File: config.mk
export PLATFORM = sky130hd
export DESIGN_NAME = rcps_top
export DESIGN_NICKNAME = d
export VERILOG_FILES = /design/src/rtl/rcps_pkg.sv /design/src/rtl/rcps_top.sv
export SDC_FILE = /design/constraint.sdc
export NUM_CORES = 1
export LEC_CHECK = 0
export ABC_AREA = 1
export BUFFER_PORTS_ARGS = -buffer_cell sky130_fd_sc_hd__buf_2
export CAP_MARGIN = 20
export CORE_MARGIN = 4
export CORE_UTILIZATION = 62
export DETAILED_ROUTE_END_ITERATION = 7
export PLACE_DENSITY = 0.87
export SLEW_MARGIN = 20
export SYNTH_ARGS = -nofsm -noshare
export SYNTH_HDL_FRONTEND = slang
export SYNTH_SLANG_ARGS = --single-unit
File: constraint.sdc
create_clock -name i_clk -period 5.5 [get_ports i_clk]
set_input_delay 0.55 -clock i_clk [delete_from_list [all_inputs] [get_ports i_clk]]
set_output_delay 0.55 -clock i_clk [all_outputs]
set_load 0.01 [all_outputs]
File: src/rtl/rcps_pkg.sv
// Constants, register map and types for the reference clock and power-save block.
// Notes on behaviour
// - Enable bit 15 drives the divided reference clock onto the pin; clear disables.
// - Four-bit divisor code n divides the base clock by two to the n, except code 0 on the system clock, which divides by two.
// - Source bit 12 set picks primary oscillator, clear picks system clock.
// - Sleep-run bit 13 decides whether the reference output keeps running in Sleep.
// - Runs in Sleep only with sleep-run and source set; oscillator off unless enabled.
// - With source clear the output follows the system clock through switches.
// - Power-save operand zero enters Sleep, operand one enters Idle.
// - Sleep stops system clock, on-chip oscillator, code execution and clocked peripherals.
// - In Sleep low-power oscillator runs if watchdog enabled; clock monitor stops.
// - Watchdog, if enabled, is cleared on entry to Sleep and Idle.
// - Sleep ends on enabled interrupt, any reset or watchdog time-out.
// - Idle stops execution, keeps system clock; low-power oscillator kept for watchdog/monitor.
// - Idle wake restores CPU clock at once on interrupt, reset or watchdog time-out.
// - Interrupt during power-save instruction is held until entry completes, then wakes.
// - Regulator off in Sleep when its bit is clear, adding about 190 us wake-up.
// - Doze enable bit 11 slows CPU clock against peripheral clock while executing.
// - Doze ratio bits 14 to 12 select 1:1 up to 1:128, default 1:1.
// - Doze keeps system clock and peripherals at full rate, CPU enable stays synchronous.
// - Return-on-interrupt set makes an interrupt restore full speed; clear leaves Doze alone.
// - Doze enable clears itself when return-on-interrupt is set and an interrupt occurs.
// - Doze code n gives ratio one to two to the n.
package rcps_pkg;
   localparam logic [3:0]  ADR_REFOCTL   = 4'h0;
   localparam logic [3:0]  ADR_CLOCK_DIVIDER_REGISTER    = 4'h4;
   localparam logic [3:0]  ADR_PWRCTL    = 4'h8;
   localparam logic [3:0]  ADR_STATUS    = 4'hc;
   localparam logic [15:0] REFOCTL_RST   = 16'h0000;
   localparam logic [15:0] CLOCK_DIVIDER_REGISTER_RST    = 16'h0000;
   localparam logic [15:0] PWRCTL_RST    = 16'h0000;
   localparam logic [15:0] REFOCTL_MASK  = 16'hbf00;
   localparam logic [15:0] CLOCK_DIVIDER_REGISTER_MASK   = 16'hf800;
   localparam logic [15:0] PWRCTL_MASK   = 16'h0107;
   localparam int          RO_EN         = 15;
   localparam int          RO_SLP        = 13;
   localparam int          RO_SEL        = 12;
   localparam int          RO_DIV_LSB    = 8;
   localparam int          CD_ROI        = 15;
   localparam int          CD_DOZE_LSB   = 12;
   localparam int          CD_DOZE_ENABLE      = 11;
   localparam int          PC_REGSLP     = 8;
   localparam int          PC_PRIMARY_OSC_SLEEP_ENABLE     = 2;
   localparam int          PC_WDTEN      = 1;
   localparam int          PC_FSCMEN     = 0;
   localparam int          ST_DOZE       = 3;
   localparam int          ST_WAKEWAIT   = 4;
   localparam logic        OP_SLEEP      = 1'b0;
   localparam logic        OP_IDLE       = 1'b1;
   localparam int          CLK_MHZ       = 125;
   localparam int          REG_WAKE_NS   = 190000;
   localparam int          REG_WAKE_CYC  = (REG_WAKE_NS * CLK_MHZ + 999) / 1000;
   localparam int          DIV_W         = 4;
   localparam int          DOZE_W        = 3;
   localparam int          DIVCNT_W      = 15;
   localparam int          DOZECNT_W     = 7;

   typedef enum logic [2:0] {
      PM_RUN,
      PM_ENTER_IDLE,
      PM_ENTER_SLEEP,
      PM_IDLE,
      PM_SLEEP,
      PM_WAKEWAIT
   } rcps_pm_t;
endpackage

File: src/rtl/rcps_top.sv
// Reference clock output, power-save sequencing and doze, with a Wishbone register slave.
`timescale 1ns/1ps
module rcps_top #(
   parameter int P_REG_WAKE_CYCLES = rcps_pkg::REG_WAKE_CYC  // Regulator wake delay, cycles
) (
   input  wire logic        i_clk,             // System clock, 125 MHz
   input  wire logic        i_reset,           // Asynchronous reset, active high
   input  wire logic        i_ce,              // Clock enable, freezes all state when low
   input  wire logic        i_wb_cyc,          // Wishbone cycle
   input  wire logic        i_wb_stb,          // Wishbone strobe
   input  wire logic        i_wb_we,           // Wishbone write
   input  wire logic [3:0]  i_wb_adr,          // Wishbone byte address
   input  wire logic [3:0]  i_wb_sel,          // Wishbone byte lanes
   input  wire logic [31:0] i_wb_dat,          // Wishbone write data
   output logic      [31:0] o_wb_dat,          // Wishbone read data
   output logic             o_wb_ack,          // Wishbone acknowledge
   input  wire logic        i_posc_clk,        // Primary oscillator level, sampled
   input  wire logic        i_power_save_instruction_valid,    // Power-save instruction executes
   input  wire logic        i_power_save_instruction_operand,  // 0 Sleep, 1 Idle
   input  wire logic        i_irq,             // Enabled interrupt pending
   input  wire logic        i_wdt_timeout,     // Watchdog time-out
   output logic             o_refout_pin,      // Reference clock output
   output logic             o_cpu_halt,        // CPU stopped
   output logic             o_cpu_clk_en,      // CPU clock enable, doze gating
   output logic             o_sysclk_stop,     // System clock source stopped
   output logic             o_periph_stop,     // Clocked peripherals stopped
   output logic             o_wdt_clear,       // Watchdog clear pulse
   output logic             o_lpoc_run,        // Low-power oscillator runs
   output logic             o_fail_safe_clock_monitor_active,     // Clock monitor operates
   output logic             o_posc_off,        // Primary oscillator powered down
   output logic             o_regulator_off,   // Regulator disabled
   output logic             o_wake             // Wake pulse, CPU resumes
);
   localparam int WW = $clog2(P_REG_WAKE_CYCLES + 1);

   if (P_REG_WAKE_CYCLES < 1) begin : g_bad_wake
      $error("P_REG_WAKE_CYCLES must be at least one");
   end

   typedef struct packed {
      logic [15:0]                       refctl;
      logic [15:0]                       clock_divider_register;
      logic [15:0]                       pwrctl;
      rcps_pkg::rcps_pm_t                pm;
      logic [WW-1:0]                     wake_cnt;
      logic [rcps_pkg::DOZECNT_W-1:0]    doze_cnt;
      logic                              posc_d;
      logic [rcps_pkg::DIV_W-1:0]        act_div;
      logic                              act_src;
      logic [rcps_pkg::DIVCNT_W-1:0]     div_cnt;
      logic                              ref_out;
      logic                              wb_ack;
      logic [31:0]                       wb_dat;
      logic                              cpu_halt;
      logic                              cpu_clk_en;
      logic                              sysclk_stop;
      logic                              periph_stop;
      logic                              wdt_clear;
      logic                              lpoc_run;
      logic                              fail_safe_clock_monitor_active;
      logic                              posc_off;
      logic                              reg_off;
      logic                              wake;
   } rcps_state_t;

   rcps_state_t st_ff;
   rcps_state_t nxt_st;

   function automatic logic [15:0] lane_write(input logic [15:0] old, input logic [31:0] d,
                                              input logic [3:0] sel, input logic [15:0] mask);
      logic [15:0] v;
      v = old;
      if (sel[0]) begin
         v[7:0] = d[7:0];
      end
      if (sel[1]) begin
         v[15:8] = d[15:8];
      end
      return v & mask;
   endfunction

   logic                          acc;
   logic                          posc_rise;
   logic                          posc_fall;
   logic                          in_sleep;
   logic                          ref_run;
   logic                          base_tick;
   logic                          period_end;
   logic [rcps_pkg::DIVCNT_W-1:0] half_lim;
   logic [rcps_pkg::DOZECNT_W-1:0] doze_lim;
   logic                          doze_on;
   logic                          wake_evt;
   logic [31:0]                   rd;

   always_comb begin
      nxt_st = st_ff;
      acc       = i_wb_cyc & i_wb_stb & ~st_ff.wb_ack;
      posc_rise = i_posc_clk & ~st_ff.posc_d;
      posc_fall = ~i_posc_clk & st_ff.posc_d;
      in_sleep  = (st_ff.pm == rcps_pkg::PM_SLEEP) || (st_ff.pm == rcps_pkg::PM_WAKEWAIT);
      wake_evt  = i_irq | i_wdt_timeout;
      doze_on   = st_ff.clock_divider_register[rcps_pkg::CD_DOZE_ENABLE];
      half_lim  = '0;
      doze_lim  = '0;
      rd        = '0;

      // Register bus: one-cycle registered ack, unmapped reads zero, writes dropped
      nxt_st.wb_ack = acc;
      case (i_wb_adr)
         rcps_pkg::ADR_REFOCTL: rd[15:0] = st_ff.refctl;
         rcps_pkg::ADR_CLOCK_DIVIDER_REGISTER:  rd[15:0] = st_ff.clock_divider_register;
         rcps_pkg::ADR_PWRCTL:  rd[15:0] = st_ff.pwrctl;
         rcps_pkg::ADR_STATUS: begin
            rd[2:0]                    = st_ff.pm;
            rd[rcps_pkg::ST_DOZE]      = doze_on;
            rd[rcps_pkg::ST_WAKEWAIT]  = st_ff.pm == rcps_pkg::PM_WAKEWAIT;
         end
         default: rd = '0;
      endcase
      nxt_st.wb_dat = (acc && !i_wb_we) ? rd : '0;
      if (acc && i_wb_we) begin
         case (i_wb_adr)
            rcps_pkg::ADR_REFOCTL: nxt_st.refctl = lane_write(st_ff.refctl, i_wb_dat,
                                      i_wb_sel, rcps_pkg::REFOCTL_MASK);
            rcps_pkg::ADR_CLOCK_DIVIDER_REGISTER:  nxt_st.clock_divider_register = lane_write(st_ff.clock_divider_register, i_wb_dat,
                                      i_wb_sel, rcps_pkg::CLOCK_DIVIDER_REGISTER_MASK);
            rcps_pkg::ADR_PWRCTL:  nxt_st.pwrctl = lane_write(st_ff.pwrctl, i_wb_dat,
                                      i_wb_sel, rcps_pkg::PWRCTL_MASK);
            default: nxt_st.pwrctl = st_ff.pwrctl;
         endcase
      end
      // Hardware clear beats a simultaneous software write of the doze bit
      if (i_irq && st_ff.clock_divider_register[rcps_pkg::CD_ROI] && doze_on) begin
         nxt_st.clock_divider_register[rcps_pkg::CD_DOZE_ENABLE] = 1'b0;
      end

      // Power-save sequencing
      nxt_st.wdt_clear = 1'b0;
      nxt_st.wake      = 1'b0;
      case (st_ff.pm)
         rcps_pkg::PM_RUN: begin
            if (i_power_save_instruction_valid) begin
               nxt_st.pm = (i_power_save_instruction_operand == rcps_pkg::OP_IDLE) ?
                           rcps_pkg::PM_ENTER_IDLE : rcps_pkg::PM_ENTER_SLEEP;
               nxt_st.wdt_clear = st_ff.pwrctl[rcps_pkg::PC_WDTEN];
            end
         end
         // Entry takes one cycle; a pending interrupt waits it out
         rcps_pkg::PM_ENTER_IDLE:  nxt_st.pm = rcps_pkg::PM_IDLE;
         rcps_pkg::PM_ENTER_SLEEP: nxt_st.pm = rcps_pkg::PM_SLEEP;
         rcps_pkg::PM_IDLE: begin
            if (wake_evt) begin
               nxt_st.pm   = rcps_pkg::PM_RUN;
               nxt_st.wake = 1'b1;
            end
         end
         rcps_pkg::PM_SLEEP: begin
            if (wake_evt) begin
               if (st_ff.pwrctl[rcps_pkg::PC_REGSLP]) begin
                  nxt_st.pm   = rcps_pkg::PM_RUN;
                  nxt_st.wake = 1'b1;
               end else begin
                  nxt_st.pm       = rcps_pkg::PM_WAKEWAIT;
                  nxt_st.wake_cnt = WW'(P_REG_WAKE_CYCLES - 1);
               end
            end
         end
         rcps_pkg::PM_WAKEWAIT: begin
            if (st_ff.wake_cnt == '0) begin
               nxt_st.pm   = rcps_pkg::PM_RUN;
               nxt_st.wake = 1'b1;
            end else begin
               nxt_st.wake_cnt = st_ff.wake_cnt - 1'b1;
            end
         end
         default: nxt_st.pm = rcps_pkg::PM_RUN;
      endcase

      // Status outputs follow the next mode so they leave flops in step with it
      nxt_st.cpu_halt    = nxt_st.pm != rcps_pkg::PM_RUN;
      nxt_st.sysclk_stop = (nxt_st.pm == rcps_pkg::PM_SLEEP) ||
                           (nxt_st.pm == rcps_pkg::PM_WAKEWAIT);
      nxt_st.periph_stop = nxt_st.sysclk_stop;
      nxt_st.fail_safe_clock_monitor_active = st_ff.pwrctl[rcps_pkg::PC_FSCMEN] & ~nxt_st.sysclk_stop;
      nxt_st.lpoc_run    = st_ff.pwrctl[rcps_pkg::PC_WDTEN] | nxt_st.fail_safe_clock_monitor_active;
      nxt_st.posc_off    = nxt_st.sysclk_stop & ~st_ff.pwrctl[rcps_pkg::PC_PRIMARY_OSC_SLEEP_ENABLE];
      nxt_st.reg_off     = (nxt_st.pm == rcps_pkg::PM_SLEEP) &
                           ~st_ff.pwrctl[rcps_pkg::PC_REGSLP];

      // Doze: one CPU enable per 2^n system cycles, peripherals untouched
      doze_lim = rcps_pkg::DOZECNT_W'((8'h01 << st_ff.clock_divider_register[rcps_pkg::CD_DOZE_LSB +:
                                        rcps_pkg::DOZE_W]) - 8'h01);
      if (nxt_st.cpu_halt) begin
         nxt_st.cpu_clk_en = 1'b0;
         nxt_st.doze_cnt   = '0;
      end else if (nxt_st.clock_divider_register[rcps_pkg::CD_DOZE_ENABLE]) begin
         nxt_st.cpu_clk_en = st_ff.doze_cnt == '0;
         nxt_st.doze_cnt   = (st_ff.doze_cnt >= doze_lim) ? '0 : st_ff.doze_cnt + 1'b1;
      end else begin
         nxt_st.cpu_clk_en = 1'b1;
         nxt_st.doze_cnt   = '0;
      end

      // Reference output: system source stops with the system clock in Sleep
      nxt_st.posc_d = i_posc_clk;
      ref_run = st_ff.refctl[rcps_pkg::RO_EN] &&
                (!in_sleep || (st_ff.refctl[rcps_pkg::RO_SLP] &&
                 st_ff.refctl[rcps_pkg::RO_SEL] &&
                 st_ff.pwrctl[rcps_pkg::PC_PRIMARY_OSC_SLEEP_ENABLE]));
      base_tick = st_ff.act_src ? posc_rise : 1'b1;
      half_lim  = rcps_pkg::DIVCNT_W'(((16'h0001 << st_ff.act_div) >> 1) - 16'h0001);
      if (st_ff.act_div == '0) begin
         // Pass-through: crystal level copied; system clock can only toggle per cycle
         period_end = st_ff.act_src ? posc_fall : st_ff.ref_out;
      end else begin
         period_end = base_tick && st_ff.ref_out && (st_ff.div_cnt == half_lim);
      end
      if (!ref_run) begin
         nxt_st.ref_out = 1'b0;
         nxt_st.div_cnt = '0;
         nxt_st.act_div = st_ff.refctl[rcps_pkg::RO_DIV_LSB +: rcps_pkg::DIV_W];
         nxt_st.act_src = st_ff.refctl[rcps_pkg::RO_SEL];
      end else begin
         if (st_ff.act_div == '0) begin
            nxt_st.ref_out = st_ff.act_src ? i_posc_clk : ~st_ff.ref_out;
         end else if (base_tick) begin
            if (st_ff.div_cnt == half_lim) begin
               nxt_st.div_cnt = '0;
               nxt_st.ref_out = ~st_ff.ref_out;
            end else begin
               nxt_st.div_cnt = st_ff.div_cnt + 1'b1;
            end
         end
         // New settings only at a falling edge, so no runt pulse
         if (period_end) begin
            nxt_st.act_div = st_ff.refctl[rcps_pkg::RO_DIV_LSB +: rcps_pkg::DIV_W];
            nxt_st.act_src = st_ff.refctl[rcps_pkg::RO_SEL];
            nxt_st.div_cnt = '0;
            nxt_st.ref_out = 1'b0;
         end
      end
   end

   always_ff @(posedge i_clk or posedge i_reset) begin
      if (i_reset) begin
         st_ff             <= '0;
         st_ff.refctl      <= rcps_pkg::REFOCTL_RST;
         st_ff.clock_divider_register      <= rcps_pkg::CLOCK_DIVIDER_REGISTER_RST;
         st_ff.pwrctl      <= rcps_pkg::PWRCTL_RST;
         st_ff.pm          <= rcps_pkg::PM_RUN;
         st_ff.cpu_clk_en  <= 1'b1;
      end else if (i_ce) begin
         st_ff <= nxt_st;
      end
   end

   assign o_wb_dat        = st_ff.wb_dat;
   assign o_wb_ack        = st_ff.wb_ack;
   assign o_refout_pin    = st_ff.ref_out;
   assign o_cpu_halt      = st_ff.cpu_halt;
   assign o_cpu_clk_en    = st_ff.cpu_clk_en;
   assign o_sysclk_stop   = st_ff.sysclk_stop;
   assign o_periph_stop   = st_ff.periph_stop;
   assign o_wdt_clear     = st_ff.wdt_clear;
   assign o_lpoc_run      = st_ff.lpoc_run;
   assign o_fail_safe_clock_monitor_active   = st_ff.fail_safe_clock_monitor_active;
   assign o_posc_off      = st_ff.posc_off;
   assign o_regulator_off = st_ff.reg_off;
   assign o_wake          = st_ff.wake;
endmodule

==> impl_results.md <==
* Layout Nets at 899
* Final setup margin at 2300 ps
* Final worst-path cycle share at 58.2%
* Outcome: finished, final reports clean
* R2R cell count at 17
* Initial antenna violation count at 0
* Avg Synthesized Cell Area at 7.19 um2
* Most used flip-flop cell after synthesis: dfrtp_1
* CTS H-tree depth at 3
* CTS clk-pin slew, worst paths at 80 ps
* Root Buffer: clkbuf_8
* Synthesis-to-finish area growth at 5.21%
* Sequential share of the synthesized area at 37.3%
* Worst slew pin tran at 859 ps
* FMAX at 0.312 GHz
* Vias in the first global route at 5215
* Skew final at 15.8 ps
* Post-synth top cells: 187 x nand2_1, 98 x inv_1, 89 x nor2_1
* Internal cell power at 0.00101 W
* R2r setup slk at 2300 ps
* Core Box Area at 8890 um2
* FP Rows at 34
* Sw frac at 35.9%
* Final hold slack at 150 ps
* Layout cells sized above 1 at 11.7%
* Clock buffer count from CTS at 9
* Final setup fails at 0
* Cts hold-fix bufs at 0
* Max-slew violation count at 0
* Total track usage at 25.3%
* Layout Cells excl Fill at 945
* Req. time, crit path at 5790 ps
* ANT cells at 0
* Final Hold Fails at 0
* Hold Crit Class: primary input to async pin
* Combinational fraction of design power at 26.6%
* Power per Cell Area at 259 nW/um2
* Port bufs at 52
* Total power at 0.00157 W
* Yosys cell types at 45
* Critical path type: register to register
* Seq pwr share at 48.4%
* Count leader, synth: nand2_1
* Clk_lat worst skew at 360 ps
* Worst EP arrival at 3490 ps
* Startpoint Class: register
* Clk sinks at 86
* Synth top area share at 36.9%
* Post-Synthesis Cells at 802
* Global-route wire length before repair at 23.2 mm
* Number of synthesized register bits at 86
* Pin count of the biggest net entering global routing at 66
* Area contributors post-synth: dfrtp_1 37%, nand2_1 12%, nand3_1 6.4%
* Post-CTS Resized at 0
* CTS tree: done
* DR DRC count at 0
* Fin Setup TNS at 0 ps
* Min Tclk post-route at 3200 ps
* Post-synth ARST share at 100%
* RSZ-0062 raised after global routing: false
* Post-synth top area cell: dfrtp_1
* Crit end category: register
* Die X-Extent at 104 um
* DR vias at 5235
* Die Span Y at 104 um
* Critical path fanouts, max at 26
* Antenna violation net count after detailed routing at 0
* DRT Pass-1 Iters at 5
* Wire length per cell at 14.0 um
* Yosys warnings at 0
* Average vias per placed instance at 5.54
* Setup WS pre-CTS at 2370 ps
* Relative slew slack at 42.4%
* Leakage power at 2.92 nW
* GRT Residual Overflow at 0
* Clock share of power at 25.0%
* IO Pins at 95
* HPWL Detailed at 10.0 mm
* Max-Cap Viols at 0
* Sw Pwr at 0.000565 W
* GPL Wtd Cong at 0.959
* EDFF count, synth at 0
* Maximum VDD drop at 0.230 mV
* CTS max path bufs at 2
* WL final at 13.2 mm
* Placed insts at 929
* Post-Syn Area at 5770 um2
* Initial drt markers at 292
* Initial Util at 64.9%
* Setup bufs post-CTS at 0
* Die ar. at 10900 um2
[cell usage in the layout (no fill, tap or decap), types with 7 or more instances in the layout]
cell and instances:
o31ai_1 7, inv_1 97, conb_1 19, mux2_2 7, o22ai_1 10, nand3_1 74, nand2_1 187, xor2_1 19
a21oi_1 13, nor2_1 89, nand4_1 9, buf_2 52, o21ai_0 51, ha_1 16, inv_2 8, clkbuf_8 9
dfrtp_1 85, nor3_1 16
[critical path, stage by stage (launching register included)]
cell     delay (ps)
dfrtp_1         570
nor2_4          130
nand2_1         110
ha_1            380
nand3_2         220
nand2_1         130
nand2_1          60
nand2_1          70
inv_1            50
nor2_1          100
nand2_1          60
nor2_1          180
nand3_1         160
nand2_2         110
nand3_4         260
nand2_2         360
nand2_1         110
nand2_1          70
[stage by stage]
| stage | utilization (%) | instance area, um2 |
|---|---|---|
| 2_1_floorplan | - | 5840 |
| 3_3_place_gp | 66.4 | 5900 |
| 3_5_place_dp | 66.4 | 5900 |
| 4_1_cts | 68.2 | 6060 |
| 5_1_grt | 68.3 | 6070 |
| 6_report | 68.3 | 6070 |
[kinds of logic (layout without fill, tap and decap cells)]
kind of cell             count (synthesis)  after routing  synth area share (%)
flip-flops                              86             86                  37.3
AO/OA/AOI/OAI                          110            110                  11.1
multiplexers                             7              7                  1.37
XOR/XNOR                                25             25                  3.80
AND/OR/NAND/NOR                        398            398                  30.0
buffers and inverters                  159            176                  12.8
other                                    1             19                0.0650
adder cells (fa/ha/maj)                 16             16                  3.47
[sequential cells by signal, indices dropped and copies added, names as in the netlist]
| signal | count |
|---|---|
| doze_on | 1 |
| o_wake | 1 |
| o_refout_pin | 1 |
| o_lpoc_run | 1 |
| o_regulator_off | 1 |
| st_ff | 61 |
| o_cpu_clk_en | 1 |
| o_periph_stop | 1 |
| o_wdt_clear | 1 |
| o_wb_dat | 13 |
| o_cpu_halt | 1 |
| o_posc_off | 1 |
| o_wb_ack | 1 |
| o_fail_safe_clock_monitor_active | 1 |
[cell type report]
cell class | instances | area [um2]
fill | 725 | 2820
multi-input combinational | 575 | 2950
tap | 108 | 135
sequential | 86 | 2150
clock buffer | 12 | 135
clock inverter | 4 | 26.3
timing repair buffer | 53 | 268
inverter | 107 | 403
[routing by layer]
layer	vias up	track usage (%)	routed length [um]
li1	2603	-	-
met1	2458	31.1	5740
met2	148	44.2	6570
met3	26	4.78	661
met4	0	8.64	267
met5	-	0	0
[power groups by stage]
stage	clock network [W]	registers (W)	logic, W
floorplan	0	0.000770	0.000314
global placement	0	0.000769	0.000395
detailed placement	0	0.000771	0.000413
CTS	0.000396	0.000761	0.000414
global route	0.000429	0.000772	0.000478
finish	0.000393	0.000763	0.000418
[path summary, 6_finish.rpt]
kind                                    to        start
worst min-delay path             st_ff[49]      i_reset
worst min register to register   st_ff[75]    st_ff[75]
max in group asynchronous       st_ff[131]      i_reset
worst max-delay path             st_ff[47]    st_ff[63]
worst max register to register   st_ff[47]    st_ff[63]
min in group i_clk               st_ff[92]  i_wb_dat[2]
No activity file was read; power rests on OpenSTA's default activity.
